==> src/aci_pkg.sv <==
// Purpose: Shared constants for the codec init sequencer
// Assumes: 200 MHz clock, APB register access
// Notes:   Offsets are byte addresses
package aci_pkg;
    localparam int          CLK_MHZ        = 200;
    localparam int          LOCKOUT_US     = 1000;
    localparam int          MEMINIT_US     = 1000;
    localparam int          PLL_SETTLE_US  = 10000;
    localparam int          RST_MIN_NS     = 10;
    localparam int          CLK_PERIOD_NS  = 5;
    localparam int          LOCKOUT_CYC    = LOCKOUT_US * CLK_MHZ;
    localparam int          MEMINIT_CYC    = MEMINIT_US * CLK_MHZ;
    localparam int          PLL_SETTLE_CYC = PLL_SETTLE_US * CLK_MHZ;
    localparam int          RST_MIN_CYC    = (RST_MIN_NS + CLK_PERIOD_NS - 1) / CLK_PERIOD_NS;
    localparam int          CNT_W          = 22;
    localparam logic [11:0] OFS_SWRST      = 12'h004;
    localparam logic [11:0] OFS_PWRCTL     = 12'h008;
    localparam logic [11:0] OFS_HPCTL      = 12'h024;
    localparam logic [11:0] OFS_CMCTL      = 12'h028;
    localparam logic [11:0] OFS_HPSTAT     = 12'h02c;
    localparam logic [11:0] OFS_SPKCTL     = 12'h0b4;
    localparam logic [11:0] OFS_STATUS     = 12'h100;
    localparam int          BIT_SWRST      = 0;
    localparam int          BIT_PLLPD      = 3;
    localparam int          BIT_HPPWR      = 5;
    localparam int          BIT_CMSEL      = 6;
    localparam int          BIT_HPSHORT    = 0;
    localparam int          BIT_SPKPWR     = 1;
    localparam logic [7:0]  RST_PWRCTL     = 8'h08;
    localparam logic [7:0]  RST_ZERO       = 8'h00;
endpackage

==> src/aci_if.sv <==
// Purpose: Carries a lockout, memory-init or PLL timer's start and done
// Assumes: One clock domain
// Notes:   Used between top and timer
`timescale 1ns/10ps
interface aci_tmr_if;
    logic start;
    logic done;
    modport owner (output start, input done);
    modport timer (input start, output done);
endinterface

==> src/aci_timer.sv <==
// Purpose: One-shot cycle counter, done level after count
// Assumes: Synchronous active-high reset
// Notes:   Restarts on every start pulse
`timescale 1ns/10ps
module aci_timer
    import aci_pkg::*;
#(
    parameter int COUNT = 4
) (
    // Clock and reset
    input wire logic clk,
    input wire logic rst,
    // Control
    aci_tmr_if.timer tmr
);
    logic [CNT_W-1:0] cnt;
    logic             running;
    wire              atEnd = (cnt == CNT_W'(COUNT - 1));

    always_ff @(posedge clk) begin
        if (rst || tmr.start) begin
            cnt     <= '0;
            running <= 1'b1;
            tmr.done <= 1'b0;
        end else if (running) begin
            cnt <= cnt + 1'b1;
            if (atEnd) begin
                running  <= 1'b0;
                tmr.done <= 1'b1;
            end
        end
    end
endmodule

==> src/aci_seq.sv <==
// Purpose: Codec reset and power sequencer with APB registers
// Assumes: Pin inputs synchronous to clk; APB master
// Notes:   Summary of operation
// Summary of operation
// - Reset pin low 10 ns resets device
// - Power-on detector resets device automatically
// - Software reset clears registers, not interface
// - Memory initialisation done within 1 ms
// - PLL clocks appear after 10 ms
// - Headphone power bit re-enables stage after latch
// - Headphone short powers driver down, reported
// - Speaker bit powers speaker stage independently
// - All blocks powered down after reset
// - Power down keeps register contents
// - PLL resets powered down
// - Common-mode select bit chooses 0.75/0.9 V
// - Select zero means 0.9 V default
`timescale 1ns/10ps
module aci_seq
    import aci_pkg::*;
(
    // Clock and reset
    input wire logic        clk,
    input wire logic        rst,
    // Supplies, reset pin and headphone short detect
    input wire logic        digitalCoreSupplyOk,
    input wire logic        ioSupplyOk,
    input wire logic        resetPin_n,
    input wire logic        hpShortDetect,
    // APB
    input wire logic        psel,
    input wire logic        penable,
    input wire logic        pwrite,
    input wire logic [11:0] paddr,
    input wire logic [31:0] pwdata,
    output logic     [31:0] prdata,
    output logic            pready,
    output logic            pslverr,
    // Block controls
    output logic            devReady,
    output logic            codecClkOk,
    output logic            pllPowered,
    output logic            hpEnable,
    output logic            spkEnable,
    output logic            cmSel075
);
    logic       porSeen;
    logic [1:0] pinLowCnt;
    logic       pllPd;
    logic       hpPwr;
    logic       spkPwr;
    logic       cmSel;
    logic       hpShort;
    logic       swRstPulse;

    aci_tmr_if lockIf ();
    aci_tmr_if memIf ();
    aci_tmr_if pllIf ();

    // Reset sources
    wire suppliesUp = digitalCoreSupplyOk && ioSupplyOk;
    wire porEvent   = suppliesUp && !porSeen;
    wire pinReset   = suppliesUp && (pinLowCnt >= 2'(RST_MIN_CYC));
    wire regReset   = rst || porEvent || pinReset || swRstPulse;
    wire hwReset    = rst || porEvent || pinReset;

    // APB decode
    wire        apbWr    = psel && penable && pwrite;
    wire        apbRd    = psel && !pwrite && !penable;
    wire        selSw    = (paddr == OFS_SWRST);
    wire        selPwr   = (paddr == OFS_PWRCTL);
    wire        selHp    = (paddr == OFS_HPCTL);
    wire        selCm    = (paddr == OFS_CMCTL);
    wire        selHs    = (paddr == OFS_HPSTAT);
    wire        selSpk   = (paddr == OFS_SPKCTL);
    wire        selSt    = (paddr == OFS_STATUS);
    wire        mapped   = selSw | selPwr | selHp | selCm | selHs | selSpk | selSt;
    wire        hpSetReq = apbWr && selHp && pwdata[BIT_HPPWR];
    wire [31:0] rdMux    =
        selPwr ? {28'h0000000, pllPd, 3'h0} :
        selHp  ? {26'h0000000, hpPwr, 5'h00} :
        selCm  ? {25'h0000000, cmSel, 6'h00} :
        selHs  ? {31'h00000000, hpShort} :
        selSpk ? {30'h00000000, spkPwr, 1'b0} :
        selSt  ? {28'h0000000, codecClkOk, memIf.done, lockIf.done, devReady} :
                 32'h00000000;

    // Reset pin filter and power-on latch
    always_ff @(posedge clk) begin
        if (rst) begin
            porSeen   <= 1'b0;
            pinLowCnt <= 2'h0;
        end else begin
            porSeen <= suppliesUp ? 1'b1 : 1'b0;
            if (resetPin_n || !suppliesUp)
                pinLowCnt <= 2'h0;
            else if (pinLowCnt != 2'h3)
                pinLowCnt <= pinLowCnt + 2'h1;
        end
    end

    // Software reset pulse; interface unaffected
    always_ff @(posedge clk) begin
        if (hwReset)
            swRstPulse <= 1'b0;
        else
            swRstPulse <= apbWr && selSw && pwdata[BIT_SWRST];
    end

    // Control registers; power-down never changes settings
    always_ff @(posedge clk) begin
        if (regReset) begin
            pllPd  <= RST_PWRCTL[BIT_PLLPD];
            hpPwr  <= RST_ZERO[BIT_HPPWR];
            spkPwr <= RST_ZERO[BIT_SPKPWR];
            cmSel  <= RST_ZERO[BIT_CMSEL];
        end else if (apbWr) begin
            if (selPwr)
                pllPd <= pwdata[BIT_PLLPD];
            if (selHp)
                hpPwr <= pwdata[BIT_HPPWR];
            if (selSpk)
                spkPwr <= pwdata[BIT_SPKPWR];
            if (selCm)
                cmSel <= pwdata[BIT_CMSEL];
        end
    end

    // Headphone short latch; detection wins over re-enable
    always_ff @(posedge clk) begin
        if (regReset)
            hpShort <= 1'b0;
        else if (hpShortDetect)
            hpShort <= 1'b1;
        else if (hpSetReq)
            hpShort <= 1'b0;
    end

    // Timer starts
    assign lockIf.start = regReset;
    assign memIf.start  = regReset;
    assign pllIf.start  = regReset || pllPd;

    aci_timer #(.COUNT(LOCKOUT_CYC)) uLock (
        .clk (clk),
        .rst (rst),
        .tmr (lockIf)
    );
    aci_timer #(.COUNT(MEMINIT_CYC)) uMem (
        .clk (clk),
        .rst (rst),
        .tmr (memIf)
    );
    aci_timer #(.COUNT(PLL_SETTLE_CYC)) uPll (
        .clk (clk),
        .rst (rst),
        .tmr (pllIf)
    );

    // Registered outputs
    always_ff @(posedge clk) begin
        if (rst) begin
            devReady   <= 1'b0;
            codecClkOk <= 1'b0;
            pllPowered <= 1'b0;
            hpEnable   <= 1'b0;
            spkEnable  <= 1'b0;
            cmSel075   <= 1'b0;
        end else begin
            devReady   <= lockIf.done && memIf.done && !regReset;
            codecClkOk <= pllIf.done && !pllPd && !regReset;
            pllPowered <= !pllPd;
            hpEnable   <= hpPwr && !hpShort && !hpShortDetect;
            spkEnable  <= spkPwr;
            cmSel075   <= cmSel;
        end
    end

    // APB slave, one wait-free access phase
    always_ff @(posedge clk) begin
        if (rst) begin
            prdata  <= 32'h00000000;
            pready  <= 1'b0;
            pslverr <= 1'b0;
        end else begin
            pready  <= psel && !penable;
            pslverr <= psel && !penable && !mapped;
            if (apbRd)
                prdata <= rdMux;
        end
    end

    // Checks
    ready_after_lock_a: assert property (@(posedge clk) disable iff (rst)
        devReady |-> $past(lockIf.done) && $past(memIf.done))
        else $error("ready before lockout");
    reset_clears_ready_a: assert property (@(posedge clk) disable iff (rst)
        regReset |=> !devReady)
        else $error("ready during reset");
    short_kills_hp_a: assert property (@(posedge clk) disable iff (rst)
        hpShortDetect |=> !hpEnable)
        else $error("headphone on after short");
    blocks_off_reset_a: assert property (@(posedge clk) disable iff (rst)
        regReset |=> ##1 (!hpEnable && !spkEnable && !pllPowered))
        else $error("block powered after reset");
    pll_clk_wait_a: assert property (@(posedge clk) disable iff (rst)
        $rose(pllPowered) |-> !codecClkOk [*8])
        else $error("codec clock too early");
    spk_independent_a: assert property (@(posedge clk) disable iff (rst)
        (hpSetReq && !regReset) |=> $stable(spkPwr))
        else $error("speaker disturbed");
    cm_default_a: assert property (@(posedge clk) disable iff (rst)
        regReset |=> ##1 !cmSel075)
        else $error("common mode default wrong");
    pin_reset_a: assert property (@(posedge clk) disable iff (rst)
        (suppliesUp && !resetPin_n) [*3] |=> !hpPwr && !spkPwr)
        else $error("pin reset ignored");
    hp_reenable_a: assert property (@(posedge clk) disable iff (rst)
        (hpSetReq && !hpShortDetect && !regReset) |=> !hpShort && hpPwr)
        else $error("headphone not re-enabled");
    por_reset_a: assert property (@(posedge clk) disable iff (rst)
        $rose(suppliesUp) |=> ##1 !devReady && !hpEnable)
        else $error("power-on reset missing");
    sw_keeps_iface_a: assert property (@(posedge clk) disable iff (rst)
        (swRstPulse && psel && !penable) |=> pready)
        else $error("software reset hit interface");
    mem_init_time_a: assert property (@(posedge clk) disable iff (rst)
        $rose(memIf.done) |-> $past(lockIf.done) || lockIf.done)
        else $error("memory init timing");
    pd_keeps_cfg_a: assert property (@(posedge clk) disable iff (rst)
        (!apbWr && !regReset) |=> $stable(cmSel))
        else $error("setting changed");
    pll_reset_pd_a: assert property (@(posedge clk) disable iff (rst)
        regReset |=> pllPd)
        else $error("pll not powered down");
    cm_select_a: assert property (@(posedge clk) disable iff (rst)
        (apbWr && selCm && !regReset) |=> ##1 cmSel075 == $past(pwdata[BIT_CMSEL], 2))
        else $error("common mode select wrong");
    ready_one_cycle_a: assert property (@(posedge clk) disable iff (rst)
        (psel && !penable) |=> pready)
        else $error("bus ready missing");
    err_unmapped_a: assert property (@(posedge clk) disable iff (rst)
        (psel && !penable && !mapped) |=> pslverr)
        else $error("unmapped access not flagged");
    sw_clears_cfg_a: assert property (@(posedge clk) disable iff (rst)
        swRstPulse |=> !cmSel && pllPd && !hpPwr && !spkPwr)
        else $error("software reset left settings");
    por_clears_cfg_a: assert property (@(posedge clk) disable iff (rst)
        porEvent |=> !cmSel && pllPd && !hpPwr && !spkPwr)
        else $error("power-on reset left settings");
    clk_needs_pll_a: assert property (@(posedge clk) disable iff (rst)
        codecClkOk |-> !$past(pllPd))
        else $error("codec clock without pll");
    pll_off_no_clk_a: assert property (@(posedge clk) disable iff (rst)
        pllPd |=> !codecClkOk)
        else $error("codec clock while pll down");
    hp_needs_power_a: assert property (@(posedge clk) disable iff (rst)
        hpEnable |-> $past(hpPwr) && !$past(hpShort))
        else $error("headphone on without power");
    short_sets_flag_a: assert property (@(posedge clk) disable iff (rst)
        (hpShortDetect && !regReset) |=> hpShort)
        else $error("short not reported");
    spk_follows_a: assert property (@(posedge clk) disable iff (rst)
        spkEnable |-> $past(spkPwr))
        else $error("speaker on without power");
    cm_output_a: assert property (@(posedge clk) disable iff (rst)
        cmSel075 |-> $past(cmSel))
        else $error("common mode output wrong");
    ready_needs_mem_a: assert property (@(posedge clk) disable iff (rst)
        !memIf.done |=> !devReady)
        else $error("ready before memory init");
endmodule

==> config.mk <==
export PLATFORM = sky130hd
export DESIGN_NAME = aci_seq
export DESIGN_NICKNAME = d
export VERILOG_FILES = /design/src/aci_pkg.sv /design/src/aci_if.sv /design/src/aci_timer.sv /design/src/aci_seq.sv
export SDC_FILE = /design/constraint.sdc
export NUM_CORES = 1
export LEC_CHECK = 0
export BUFFER_PORTS_ARGS = -buffer_cell sky130_fd_sc_hd__buf_2
export CAP_MARGIN = 0
export CORE_MARGIN = 8
export CORE_UTILIZATION = 49
export DETAILED_ROUTE_END_ITERATION = 7
export PLACE_DENSITY = 0.71
export SLEW_MARGIN = 20
export SYNTH_ARGS = -nofsm -noshare
export SYNTH_HDL_FRONTEND = slang
export SYNTH_SLANG_ARGS = --single-unit
==> constraint.sdc <==
create_clock -name clk -period 5.3 [get_ports clk]
set_input_delay 1.06 -clock clk [delete_from_list [all_inputs] [get_ports clk]]
set_output_delay 1.06 -clock clk [all_outputs]
set_load 0.02 [all_outputs]
# After elaboration in Yosys (flattened, before gate mapping)
# Cells that the tools add are included.
# W data, S select, Z words.
# word_totals
regBits	121
n_memories	0
romBits	0
latchBits	0
output_inout_bits	40
ram_bits	0
wordCells	107
# classes
n_mul	0
div	0
shift	0
n_addsub	4
bitwise_logic	6
mux	15
eq_ne	11
n_reduce_logical	44
magnitude_cmp	1
# op_table
operator	n
$add A22 B1 Y22 const B	3
$eq A22 B18 Y1 const B	2
$eq A12 B6 Y1 const B	3
$eq A22 B21 Y1 const B	1
$mux W7	3
$logic_and A1 B1 Y1	19
$reduce_and A2 Y1	7
$eq A12 B3 Y1 const B	1
$eq A12 B4 Y1 const B	1
$eq A12 B8 Y1 const B	1
$eq A12 B9 Y1 const B	1
$mux W4	3
$logic_not A1 Y1	9
$mux W1	9
$logic_or A1 B1 Y1	7
$or A1 B1 Y1	6
$add A2 B1 Y2 const B	1
$ge A2 B2 Y1 const B	1
$ne A2 B2 Y1 const B	1
$reduce_bool A2 Y1	1
$reduce_or A2 Y1	1

# Depth between registers and ports, before layout
# logic_depth
word_depth	9
mapped_depth	7

# By module
# Synthesis repeated with hierarchy kept, for this count alone.
# hier_totals
cells_unflattened	533
hier_area_um2	4640.7
# modules_own_cells
mod	cells_each	instances	area_per_inst_um2
aci_timer at uLock ...	131	2	1133.6
aci_seq	144	1	1270.0
aci_timer at uPll	127	1	1103.6

# Worst setup path before layout
# No wires, ideal clock.
# synth_timing
kind	input to register
startpoint	input paddr[0]
endpoint	register hpShort
required_ns	5.181
path_buffers	0
arrival_time_ns	2.436
path_stages	4
path_slack_ns	2.745
path_cell_list	or4_1 nor3b_1 nand3_1 o221a_2
# synth_via
elab_chain_cells	4
# synth_lines
item	line_no	source
start, declared	aci_seq.sv:34	input wire logic [11:0] paddr,
$eq A12 B6 Y1	aci_seq.sv:72	wire selHp = (paddr == OFS_HPCTL);
$logic_and A1 B1 Y1 (2 in series)	aci_seq.sv:78	wire hpSetReq = apbWr && selHp && pwdata[BIT_HPPWR];
$reduce_bool A2 Y1 (no source line)	-	
end signal, assigned	aci_seq.sv:132	hpShort <= 1'b0;
end signal, assigned	aci_seq.sv:134	hpShort <= 1'b1;
end signal, assigned	aci_seq.sv:136	hpShort <= 1'b0;
end, declared	aci_seq.sv:53	logic hpShort;
# Every way passes these cells.
# A chain may end at the register's enable or synchronous reset.

# Final worst setup path
# Ends and elaborated chain as after synthesis.

==> Implementation_results.wiki <==
{| class="wikitable"
! Metric !! Value
|-
| Overall overflow remaining after global route || 0
|-
| Core footprint || 0.00911 mm2
|-
| Net Switching || 299 uW
|-
| Number of buffers inserted by hold repair at cts || 0
|-
| Area share of the largest cell type after synthesis || 41.9%
|-
| Clock insertion delay at the later pin of the skew report || roughly 0.35 ns
|-
| Worst slew pin tran || between 0.8 and 0.9 ns
|-
| Count of endpoints failing setup in the final report || 0
|-
| Ant. Diodes || 0
|-
| Largest net degree at the start of global routing || 28
|-
| Worst-case headroom to the max-slew limit || 41.2%
|-
| Layer carrying the most global-route usage || met2
|-
| Wire length per cell after detailed routing || 14.0 um
|-
| Global routing usage on met2 || 26.0%
|-
| Number of global-route vias before repair || approximately 3,500
|-
| Antenna violations before repair || 0
|-
| Max-cap violation count || 0
|-
| Area leader, netlist || sky130_fd_sc_hd__dfxtp_1
|-
| Dominant cells by area after synthesis || sky130_fd_sc_hd__dfxtp_1, sky130_fd_sc_hd__nor2_1, sky130_fd_sc_hd__buf_4
|-
| Top FF cell, synth || sky130_fd_sc_hd__dfxtp_1
|-
| GR Layer Usage met1 || 18.6%
|-
| GRT met3 Usage || 4.29%
|-
| Flop pwr share || 59.9%
|-
| Unrepaired setup endpoints after global routing || no
|-
| Achievable frequency || 396 MHz
|-
| Distinct cell type count of the synthesized netlist || 51
|-
| Clock-pin slew of the registers on the worst-case setup and hold paths || 0.09 ns
|-
| Proportion of power drawn by combinational gates || approximately 5.7%
|-
| Clock tree skew after final layout || approximately 0.011 ns
|-
| Height of the die || 112 um
|-
| GRT Resource Usage Total || 15.3%
|-
| Data arrival at the endpoint of the critical path || 2.78 ns
|-
| Ratio of cells with drive above 1 in the final layout || 12.2%
|-
| Total Power Consumption || 1.21 mW
|-
| Layout-stage area growth over the synthesis result || 7.44%
|-
| PortBufs || 39
|-
| Power per standard cell area || 247 mW/mm2
|-
| Clock root buffer || sky130_fd_sc_hd__clkbuf_8
|-
| Hold Path Class || reg -> reg
|-
| Lkg Pwr || around 1.7 nW
|-
| Effective utilization at floorplan || 49.8%
|-
| Cell internal pwr || 907 uW
|-
| Detail Placement HPWL || approximately 7 mm
|-
| Cts bufs inserted || 9
|-
| Total number of vias || between 3,000 and 4,000
|-
| Cells after Synth || 531
|-
| CTS HTree Levels || 3
|-
| Number of slew-limit violations in the final report || 0
|-
| Largest driver fanout on the critical path || 5
|-
| Vias/cell || 5.60
|-
| Clock Power Share || 34.4%
|-
| Chip Width || 112 um
|-
| Startpoint class of the critical path || primary input
|-
| Mean post-synth cell area || 8.55 um2
|-
| Register bit total from synthesis || 95
|-
| Quantity of gates resized following cts || 0
|-
| Cell area reported after detailed placement || 0.00471 mm2
|-
| Required time of the critical path || 5.55 ns
|-
| Sink count of the clock tree || between 90 and 100
|-
| Row Count || 35
|-
| Number of nets in the layout || 621
|-
| Final min period || around 2.5 ns
|-
| Number of warnings issued by yosys || 0
|-
| Kind of end point of the critical path || flop
|-
| Area of all placed cells without fillers || 0.00488 mm2
|-
| Global-route wire length before repair || approximately 16 mm
|-
| TritonCTS clock tree || built
|-
| DRT Pass-1 Iters || 4
|-
| GPL Wtd Cong || 0.818
|-
| Residual antenna-violating net count after detailed routing || 0
|-
| Routed WL || 9.51 mm
|-
| Asr flop ratio synth || 0%
|-
| Clk buf depth || 2
|-
| Share of the clock period used by the worst path || 47.7%
|-
| Final Hold Violating Endpoints || 0
|-
| Post-route DRC || 0
|-
| Kind of critical path || in -> reg
|-
| Worst-case vdd ir drop || between 0.0001 and 0.00015 V
|-
| Violation count after the first detailed-route iteration || 195
|-
| Die area || 0.0126 mm2
|-
| Total setup buffers inserted after CTS || 0
|-
| Register area share after synthesis || 41.9%
|-
| Cell area after synthesis || 0.00454 mm2
|-
| IO Pins || 93
|-
| Count of flip-flops with a built-in enable after synthesis || 0
|-
| Result of the run || complete, no violations
|-
| Accumulated negative setup slack || 0 ns
|-
| Switching share of power || between 20 and 25%
|}
-- metal layers --
metal / share of wire [%] / wire, um
met3: 4.5 / 426
met1: 47 / 4430
met5: 0 / 0
met4: 0.88 / 84
met2: 48 / 4580
-- cells in the mapped netlist, types with 12 or more instances --
master                      n
sky130_fd_sc_hd__dfxtp_1   95
sky130_fd_sc_hd__nor2_1    59
sky130_fd_sc_hd__nand2_1   33
sky130_fd_sc_hd__a21oi_1   32
sky130_fd_sc_hd__nand4_1   29
sky130_fd_sc_hd__buf_4     26
sky130_fd_sc_hd__nand3_1   23
sky130_fd_sc_hd__xor2_1    20
sky130_fd_sc_hd__xnor2_1   19
sky130_fd_sc_hd__nor4_1    18
sky130_fd_sc_hd__o21ai_0   17
sky130_fd_sc_hd__or3_1     16
sky130_fd_sc_hd__clkbuf_1  14
sky130_fd_sc_hd__and3_1    12
-- final cells by class --
cell class              instances  area [um2]
multi-input cells             405        2420
fillers                       868        4230
well taps                     111         139
clock buffers                  10         128
flip-flops and latches         95        1900
clock inverters                 5        32.5
repair buffers                 41         210
inverters                      11        41.3
-- path summary, 6_finish.rpt --
path	startpoint	endpoint	slack [ns]	depth (start not counted)
setup / recovery	paddr[0]	hpShort	2.77	5
hold / removal	prdata[2]	prdata[2]	0.46	2
setup reg to reg	pinLowCnt[0]	uMem.cnt[14]	2.78	6
hold reg to reg	prdata[2]	prdata[2]	0.46	2
-- logic make-up after synthesis --
group	share of synthesized area (%)
AND/OR/NAND/NOR	30.1
flip-flops	41.9
AO/OA/AOI/OAI	11.0
buffers and inverters	6.86
XOR/XNOR	7.52
adder cells (fa/ha/maj)	1.38
multiplexers	1.10
other	0.0826
-- sequential cells by signal, summed over array words and instances, names as in the netlist, 2 cells and up --
signal	cells
pinLowCnt	2
uLock.cnt	22
prdata	6
uPll.cnt	22
uMem.cnt	22
-- power groups by stage --
stage / Combinational [mW] / Sequential [mW] / Clock [mW]
6_report: 0.0688 / 0.722 / 0.415
5_1_grt: 0.0759 / 0.723 / 0.459
4_1_cts: 0.0675 / 0.722 / 0.432
3_5_place_dp: 0.0672 / 0.739 / 0
3_3_place_gp: 0.0658 / 0.739 / 0
2_1_floorplan: 0.0606 / 0.739 / 0
-- worst max-delay path, stage by stage --
cell and delay (ns):
sky130_fd_sc_hd__buf_2 0.09, sky130_fd_sc_hd__or4_1 0.56, sky130_fd_sc_hd__nor3b_1 0.54, sky130_fd_sc_hd__nand3_1 0.24
sky130_fd_sc_hd__o221a_2 0.29
-- through the flow --
| stage | cells | utilization [%] | hold WS, ns | setup slack (ns) |
|---|---|---|---|---|
| finish | 678 | 53.5 | 0.457 | 2.77 |
| global route | 678 | 53.5 | 0.476 | 2.62 |
| CTS | 678 | 53.5 | 0.456 | 2.77 |
| detailed placement | 663 | 51.7 | 0.444 | 2.41 |
| global placement | 663 | 51.7 | 0.441 | 2.43 |
| floorplan | 556 | - | 0.413 | 2.74 |
-- placed cells by master (no fill, tap or decap), types with 6 or more instances in the layout --
master,count
sky130_fd_sc_hd__dfxtp_1,95
sky130_fd_sc_hd__nor2_1,59
sky130_fd_sc_hd__buf_2,39
sky130_fd_sc_hd__nand2_1,33
sky130_fd_sc_hd__a21oi_1,32
sky130_fd_sc_hd__nand4_1,29
sky130_fd_sc_hd__conb_1,26
sky130_fd_sc_hd__nand3_1,23
sky130_fd_sc_hd__xor2_1,20
sky130_fd_sc_hd__xnor2_1,19
sky130_fd_sc_hd__nor4_1,18
sky130_fd_sc_hd__o21ai_0,17
sky130_fd_sc_hd__or3_1,16
sky130_fd_sc_hd__and3_1,12
sky130_fd_sc_hd__inv_1,11
sky130_fd_sc_hd__or4_1,11
sky130_fd_sc_hd__clkbuf_8,9
sky130_fd_sc_hd__o31ai_1,8
sky130_fd_sc_hd__and4_1,7
sky130_fd_sc_hd__nor3_1,6
sky130_fd_sc_hd__nand2b_1,6
No activity file was read; power rests on OpenSTA's default activity.
